### src/rtl/cis_defs.svh
// Constants for the channel summary and identity register bank.
// Assumes byte-wide registers on a plain address/strobe port.
`ifndef CIS_DEFS_SVH
`define CIS_DEFS_SVH

// ****************************************
// Register offsets
// ****************************************
`define CIS_ADDR_W        8
`define CIS_OFF_SUMMARY   8'h01
`define CIS_OFF_PART_HI   8'h02
`define CIS_OFF_PART_LO   8'h03
`define CIS_OFF_REV_HI    8'h04
`define CIS_OFF_REV_LO    8'h05
`define CIS_OFF_EVT_STAT  8'h40
`define CIS_OFF_EVT_CLR   8'h41
`define CIS_OFF_EVT_EN    8'h42
`define CIS_OFF_SOFT_RST  8'h43

// ****************************************
// Values and fields
// ****************************************
`define CIS_DATA_W        8
`define CIS_NUM_CHAN      4
`define CIS_ZERO_BYTE     8'h00
`define CIS_REV_HI_VAL    8'h3E  // Arbitrary value
`define CIS_SOFT_RST_BIT  0

`endif

### src/rtl/cis_pkg.sv
// Types for the channel summary and identity register bank.
// Assumes cis_defs.svh is on the include path.
`include "cis_defs.svh"

package cis_pkg;
  typedef logic [`CIS_DATA_W-1:0] cis_byte_t;
  typedef logic [`CIS_ADDR_W-1:0] cis_addr_t;
  typedef logic [`CIS_NUM_CHAN-1:0] cis_chan_t;
endpackage

### src/rtl/cis_regs.sv
// Summary, identity and event registers of the quad recovery device.
// Assumes a synchronous host port and sticky per-channel status inputs.
//
// The address-and-strobe port was left to the implementer.
`include "cis_defs.svh"

module cis_regs
  import cis_pkg::*;
#(
  parameter logic [15:0] PART_CODE = 16'h5A3C,  // Arbitrary value
  parameter logic [7:0]  REV_CODE  = 8'h07      // Arbitrary value
)
(
  input  wire logic       mclk_i,
  input  wire logic       rst_i,
  input  wire logic       ce_i,
  input  cis_pkg::cis_addr_t addr_i,
  input  cis_pkg::cis_byte_t wdata_i,
  input  wire logic       wr_i,
  input  wire logic       rd_i,
  output cis_pkg::cis_byte_t rdata_o,
  input  cis_pkg::cis_chan_t signal_absent_is_i,
  input  cis_pkg::cis_chan_t lock_lost_is_i,
  input  cis_pkg::cis_chan_t signal_absent_ie_i,
  input  cis_pkg::cis_chan_t lock_lost_ie_i,
  output cis_pkg::cis_chan_t chan_pending_o,
  output logic            soft_reset_o,
  output logic            irq_o
);
  import cis_pkg::*;

  cis_chan_t flags;
  cis_chan_t flags_d_reg;
  cis_chan_t evt_stat_reg;
  cis_chan_t evt_en_reg;
  cis_chan_t evt_clr;
  logic      soft_bit_d_reg;
  logic      soft_pulse_reg;
  logic      blk_rst;
  cis_byte_t rdata_reg;
  cis_byte_t rdata_next;

  // ****************************************
  // Decode helper
  // ****************************************
  function automatic logic hit(input cis_addr_t a, input cis_addr_t off);
    hit = (a == off);
  endfunction

  // ****************************************
  // Soft reset
  // ****************************************
  // Rising write of the bit gives a one-cycle reset; bit never stored
  always_ff @(posedge mclk_i)
  begin
    if (rst_i)
    begin
      soft_bit_d_reg <= 1'b0;
      soft_pulse_reg <= 1'b0;
    end
    else if (ce_i)
    begin
      soft_pulse_reg <= 1'b0;
      if (wr_i && hit(addr_i, `CIS_OFF_SOFT_RST))
      begin
        soft_bit_d_reg <= wdata_i[`CIS_SOFT_RST_BIT];
        soft_pulse_reg <= wdata_i[`CIS_SOFT_RST_BIT] & ~soft_bit_d_reg;
      end
      else
        soft_bit_d_reg <= 1'b0;
    end
  end

  assign blk_rst      = rst_i | soft_pulse_reg;
  assign soft_reset_o = soft_pulse_reg;

  // ****************************************
  // Channel flags
  // ****************************************
  genvar g;
  generate
    for (g = 0; g < `CIS_NUM_CHAN; g = g + 1)
    begin : g_chan
      cis_chan_flag u_flag
      (
        .mclk_i             (mclk_i),
        .rst_i              (blk_rst),
        .ce_i               (ce_i),
        .signal_absent_is_i (signal_absent_is_i[g]),
        .lock_lost_is_i     (lock_lost_is_i[g]),
        .signal_absent_ie_i (signal_absent_ie_i[g]),
        .lock_lost_ie_i     (lock_lost_ie_i[g]),
        .pending_o          (flags[g])
      );
    end
  endgenerate

  assign chan_pending_o = flags;

  // ****************************************
  // Event status, clear and enable
  // ****************************************
  assign evt_clr = (wr_i && hit(addr_i, `CIS_OFF_EVT_CLR)) ?
                   wdata_i[`CIS_NUM_CHAN-1:0] : '0;

  always_ff @(posedge mclk_i)
  begin
    if (blk_rst)
      flags_d_reg <= '0;
    else if (ce_i)
      flags_d_reg <= flags;
  end

  // Rising flag sets a sticky bit; set wins over a same-cycle clear
  always_ff @(posedge mclk_i)
  begin
    if (blk_rst)
      evt_stat_reg <= '0;
    else if (ce_i)
      evt_stat_reg <= (evt_stat_reg & ~evt_clr) | (flags & ~flags_d_reg);
  end

  always_ff @(posedge mclk_i)
  begin
    if (blk_rst)
      evt_en_reg <= '0;
    else if (ce_i && wr_i && hit(addr_i, `CIS_OFF_EVT_EN))
      evt_en_reg <= wdata_i[`CIS_NUM_CHAN-1:0];
  end

  assign irq_o = |(evt_stat_reg & evt_en_reg);

  // ****************************************
  // Read path
  // ****************************************
  always_comb
  begin
    rdata_next = `CIS_ZERO_BYTE;
    case (addr_i)
      `CIS_OFF_SUMMARY:  rdata_next = {{(`CIS_DATA_W-`CIS_NUM_CHAN){1'b0}}, flags};
      `CIS_OFF_PART_HI:  rdata_next = PART_CODE[15:8];
      `CIS_OFF_PART_LO:  rdata_next = PART_CODE[7:0];
      `CIS_OFF_REV_HI:   rdata_next = `CIS_REV_HI_VAL;
      `CIS_OFF_REV_LO:   rdata_next = REV_CODE;
      `CIS_OFF_EVT_STAT: rdata_next = {{(`CIS_DATA_W-`CIS_NUM_CHAN){1'b0}}, evt_stat_reg};
      `CIS_OFF_EVT_EN:   rdata_next = {{(`CIS_DATA_W-`CIS_NUM_CHAN){1'b0}}, evt_en_reg};
      default:           rdata_next = `CIS_ZERO_BYTE;
    endcase
  end

  // Writes to read-only offsets have no decode and are dropped
  always_ff @(posedge mclk_i)
  begin
    if (rst_i)
      rdata_reg <= `CIS_ZERO_BYTE;
    else if (ce_i)
      rdata_reg <= rd_i ? rdata_next : `CIS_ZERO_BYTE;
  end

  assign rdata_o = rdata_reg;
endmodule

### src/rtl/cis_chan_flag.sv
// One channel's pending flag from its loss status bits and enables.
// Assumes the status inputs are sticky bits held by the channel logic.
`include "cis_defs.svh"

module cis_chan_flag
(
  input  wire logic mclk_i,
  input  wire logic rst_i,
  input  wire logic ce_i,
  input  wire logic signal_absent_is_i,
  input  wire logic lock_lost_is_i,
  input  wire logic signal_absent_ie_i,
  input  wire logic lock_lost_ie_i,
  output logic      pending_o
);
  logic pending_next;

  // ****************************************
  // Flag evaluation
  // ****************************************
  always_comb
  begin
    pending_next = (signal_absent_is_i & signal_absent_ie_i) |
                   (lock_lost_is_i & lock_lost_ie_i);
  end

  always_ff @(posedge mclk_i)
  begin
    if (rst_i)
      pending_o <= 1'b0;
    else if (ce_i)
      pending_o <= pending_next;
  end
endmodule

### config.mk
export PLATFORM = sky130hd
export DESIGN_NAME = cis_regs
export DESIGN_NICKNAME = d
export VERILOG_FILES = /design/src/rtl/cis_pkg.sv /design/src/rtl/cis_regs.sv /design/src/rtl/cis_chan_flag.sv
export VERILOG_INCLUDE_DIRS = /design/src /design/src/rtl
export SDC_FILE = /design/constraint.sdc
export NUM_CORES = 1
export LEC_CHECK = 0
export BUFFER_PORTS_ARGS = -buffer_cell sky130_fd_sc_hd__clkbuf_2
export CAP_MARGIN = 5
export CORE_UTILIZATION = 53
export CTS_BUF_LIST = sky130_fd_sc_hd__clkbuf_4 sky130_fd_sc_hd__clkbuf_8
export CTS_CLUSTER_SIZE = 28
export DETAILED_ROUTE_END_ITERATION = 10
export PLACE_DENSITY = 0.9
export SLEW_MARGIN = 15
export SYNTH_ARGS = -nofsm -noshare
export SYNTH_HDL_FRONTEND = slang
export SYNTH_SLANG_ARGS = --single-unit
### constraint.sdc
create_clock -name mclk_i -period 2.89 [get_ports mclk_i]
set_input_delay 0.578 -clock mclk_i [delete_from_list [all_inputs] [get_ports mclk_i]]
set_output_delay 0.578 -clock mclk_i [all_outputs]
set_load 0.01 [all_outputs]
== Word-level counts from Yosys, hierarchy flattened ==
Index checks and enable logic that the tools add are counted.
W data, S select, Z words.
Word-level totals
  register bits after elaboration: 26
  input bits: 37
  word-level logic and storage cells: 50
Operators by class
  equal/unequal tests: 9
  muxes and demuxes: 5
  bitwise logic cells: 21
  reduce and logical (&&, ||, !) cells: 5
Operator list (number)
  $pmux W7 S7: 1
  $eq A8 B7 Y1 const B: 4
  $eq A8 B2 Y1 const B: 2
  $eq A8 B3 Y1 const B: 2
  $and A4 B4 Y4: 3
  $and A1 B1 Y1: 9
  $eq A8 B1 Y1 const B: 1
  $mux W8: 1
  $not A4 Y4: 2
  $or A1 B1 Y1: 5
  $logic_and A1 B1 Y1: 4
  $mux W4: 1
  $or A4 B4 Y4: 1
  $reduce_or A4 Y1: 1
  $mux W1: 2
  $not A1 Y1: 1

== Longest topological paths before layout ==
  word-level depth: 6
  gate-level depth with buffers: 5

== Hierarchy ==
Synthesis repeated with hierarchy kept, for this count alone.
Unflattened totals
  cells, all modules: 142
  area, all modules: 1291.2 um^2
Modules (own cells, without submodules)
  cis_regs: instances 1, cells an instance 126, area an instance 1116.1 um^2, seq. area each 420.4 um^2
  cis_chan_flag: instances 4, cells an instance 4, area an instance 43.8 um^2, seq. area each 20.0 um^2

== Worst setup path after synthesis ==
No wires, ideal clock.
  path type: input-to-reg
  from: input addr_i[7]
  to: register rdata_reg[0], in the netlist rdata_o[0]
  data arrival time: 1.628 ns
  path slack: 1.193 ns
  stages on the path: 3
  path buffers: 0
  cells stage by stage: or3_1 or4b_4 o21ai_1
Between the ends
  longest elaborated chain between the ends: 3
  elaborated cells between the ends (all ways): 9
Ends and longest elaborated chain
  from (decl): line cis_regs.sv:17  | input cis_pkg::cis_addr_t addr_i,
  $eq A8 B7 Y1 (tied with other cells): line cis_regs.sv:139  | case (addr_i)
  $pmux W7 S7 (*): line cis_regs.sv:139
  $mux W8 (no source line) (*)
  to (signal assigned): line cis_regs.sv:155  | rdata_reg <= `CIS_ZERO_BYTE;
  to (signal assigned): line cis_regs.sv:157  | rdata_reg <= rd_i ? rdata_next : `CIS_ZERO_BYTE;
  to (decl): line cis_regs.sv:40  | cis_byte_t rdata_reg;
Every way passes the cells marked *; elsewhere a longest branch is shown, timed or not.
A chain may end at the register's enable or synchronous reset.

== Worst setup path after layout ==
  from: input addr_i[6]
  to: register soft_pulse_reg, in the netlist soft_reset_o
Between the ends
  longest elaborated chain between the ends: 3
Ends and longest elaborated chain
  $eq A8 B7 Y1: line cis_regs.sv:47  | hit = (a == off);
  $logic_and A1 B1 Y1: line cis_regs.sv:64  | if (wr_i && hit(addr_i, `CIS_OFF_SOFT_RST))
  $mux W1: line cis_regs.sv:64
  to (signal assigned): line cis_regs.sv:67  | soft_pulse_reg <= wdata_i[`CIS_SOFT_RST_BIT] & ~soft_bit_d_reg;
  to (decl): line cis_regs.sv:38  | logic soft_pulse_reg;
Every way passes these cells.

==> results.json <==
{
  "post_cts_buffers": 0,
  "drive_above_1_share": 0.289,
  "postCtsResizedCells": 0,
  "min_delay_path_depth": 2,
  "ir_worst_vdd_mv": 0.313,
  "total_power_mw": 0.617,
  "worst-r2r-setup-slack_ps": 1780,
  "cts-hold-fix-buffers": 0,
  "layout.cells.non_filler": 215,
  "sinks_on_clock_net": 25,
  "worst_margin_slew_ps": 542,
  "final_cell_area_um2": 1510,
  "swShare": 0.254,
  "min_period_ps": 1720,
  "dr.pass1.iters": 4,
  "setup_viol": 0,
  "place_congestion": 0.844,
  "first_global_vias": 1179,
  "power-per-cell-area_nw_per_um2": 410,
  "hold_viol_final": 0,
  "combPwrFrac": 0.150,
  "tritoncts": "yes",
  "worst_slew_margin_rel": 0.636,
  "initial_util": 0.568,
  "inserted_clock_buffers": 3,
  "drc": 0,
  "pwr-share-seq": 0.589,
  "peak_clock_frequency_supported_by_timing_mhz": 580,
  "grtUsageTotal": 0.239,
  "totalNegativeSetupSlack_ps": 0,
  "postSynthAreaPerCell_um2": 8.48,
  "portion_of_total_power_attributed_to_the_clock_network": 0.260,
  "ioPinCount": 51,
  "worst_hold_slack_ps": 458,
  "design.core.area_um2": 2250,
  "net-switching-power_mw": 0.157,
  "endpoint_type_of_the_worst_setup_path": "flip-flop",
  "number_of_cells_traversed_by_the_worst_register_to_register_path": 2,
  "yosysUniqueCellTypes": 36,
  "die_area_um2": 2620,
  "status": "finished clean",
  "flops_latches_synth": 25,
  "dr.first_iter.drc_count": 33,
  "layout.cells.most_common_list": "sky130_fd_sc_hd__clkbuf_2 (45), sky130_fd_sc_hd__dfxtp_1 (25), sky130_fd_sc_hd__nor2_1 (16)",
  "die_height_um": 51.1,
  "clockRootBuffer": "sky130_fd_sc_hd__clkbuf_4",
  "leakagePower_nw": 0.623,
  "placed_cells_incl_taps": 211,
  "crit_type": "input pin to flip-flop",
  "cts_htree_levels": 1,
  "finish.net_count": 225,
  "unrepaired_setup_endpoints_after_global_routing": "no",
  "num_rows": 17,
  "global_route_wire_length_before_repair_um": 4720,
  "route.detailed.vias_per_inst": 5.97,
  "final.period_utilization": 0.597,
  "clk-insertion-delay-late_ps": 310,
  "timing.critical_path.arrival_ps": 1960,
  "synth.yosys.seq_area_share": 0.391,
  "critPathMaxFanout": 12,
  "remaining_antenna_violation_count": 0,
  "layout_commonest_cell": "sky130_fd_sc_hd__clkbuf_2",
  "worst_clock_skew_ps": 4.13,
  "die_w_um": 51.1,
  "timing.critical_path.required_ps": 3130,
  "sum_of_overflow_across_all_layers_after_global_routing": 0,
  "port-buffer-count": 45,
  "postSynthCellCount": 151,
  "detailedPlacementHpwl_um": 2230,
  "clk_pin_slew_ps": 120,
  "slowest_stage": "sky130_fd_sc_hd__or4_1",
  "area_growth_syn_to_layout_pct": 17.6,
  "grt_max_degree": 24,
  "worst_hold_path_class": "flip-flop to flip-flop",
  "finalWirelength_um": 2930,
  "cell_area_after_synthesis_um2": 1280,
  "ys.warnings.count": 0,
  "post_syn_nets": 188,
  "insertedDiodeCount": 0,
  "intPower_mw": 0.460,
  "dr_total_vias": 1283,
  "largest_register_ffs": 7,
  "start_kind": "input pin",
  "postPlaceCellArea_um2": 1480,
  "wl_per_cell_um": 13.6,
  "cts.path.max_buffers": 2,
  "drv_slew": 0,
  "initial_antenna_violation_count": 0,
  "max_cap_viol_count": 0,
  "cp_cell_sequence": "clkbuf_2 > and3_1 > nand3_1 > or4_1 > a21oi_1",
  "critPathMaxStageDelay_ps": 550
}
-- layout make-up --
class | instances | area (um2)
clock buffer | 4 | 30.0
fill | 196 | 749
multi-input combinational | 112 | 707
sequential | 25 | 500
tap | 28 | 35.0
timing repair buffer | 46 | 233
-- per-layer routing --
layer  vias to the layer above  global-route usage  part of all wire
met1                       568               0.257              0.42
met2                        80               0.447              0.47
met3                        17              0.0298             0.075
li1                        618                   -                 -
met4                         0               0.125             0.034
met5                         -                   0                 0
-- critical path, delay by kind of cell --
family / cells / cell delay [ps]
simple gates: 3 / 970
buf+inv: 1 / 220
compound gates: 1 / 200
-- power groups by stage --
stage | clock network, mW | registers [mW] | logic [mW]
floorplan | 0 | 0.368 | 0.0582
global placement | 0 | 0.370 | 0.0879
detailed placement | 0 | 0.371 | 0.0918
CTS | 0.165 | 0.363 | 0.0922
global route | 0.179 | 0.365 | 0.102
finish | 0.161 | 0.364 | 0.0928
-- cell usage after synthesis, drive strengths merged --
cell type,count,share of area
nor4,2,0.0098
mux2i,11,0.086
clkbuf,7,0.022
a31oi,1,0.0049
a41oi,1,0.0068
a22oi,7,0.041
nor2b,1,0.0049
o21ai,11,0.043
nand4,2,0.0098
nor3,2,0.012
a211oi,4,0.023
conb,1,0.0029
nor2,16,0.047
nand3,2,0.0078
and3,2,0.0098
or4,1,0.0059
nor4bb,1,0.0078
or4b,2,0.019
a22o,1,0.0068
nand3b,6,0.035
nor4b,1,0.012
dfxtp,25,0.39
nand4b,1,0.0068
nand2,11,0.032
buf,7,0.035
a2bb2oi,3,0.021
or3,1,0.0049
a21oi,10,0.039
o22ai,2,0.0098
or2,1,0.0049
nand2b,8,0.039
-- cell families after synthesis --
| group | count (synthesis) | synth area share |
|---|---|---|
| buffers and inverters | 14 | 0.0567 |
| AOI/OAI and AO/OA | 40 | 0.196 |
| and+or+nand+nor | 60 | 0.268 |
| muxes | 11 | 0.0860 |
| other | 1 | 0.00293 |
| DFF | 25 | 0.391 |
-- worst paths after layout --
path / startpoint / to
min: rdata_o[0] / rdata_o[0]
max: addr_i[6] / soft_reset_o
max reg2reg: soft_bit_d_reg / soft_reset_o
min reg2reg: rdata_o[0] / rdata_o[0]
-- per-stage QoR --
stage / worst slack [ps] / util
after floorplan: 1190 / -
after global placement: 958 / 0.654
after detailed placement: 913 / 0.654
after CTS: 1200 / 0.668
after global routing: 1100 / 0.668
final: 1170 / 0.668
No activity file was read; power rests on OpenSTA's default activity.
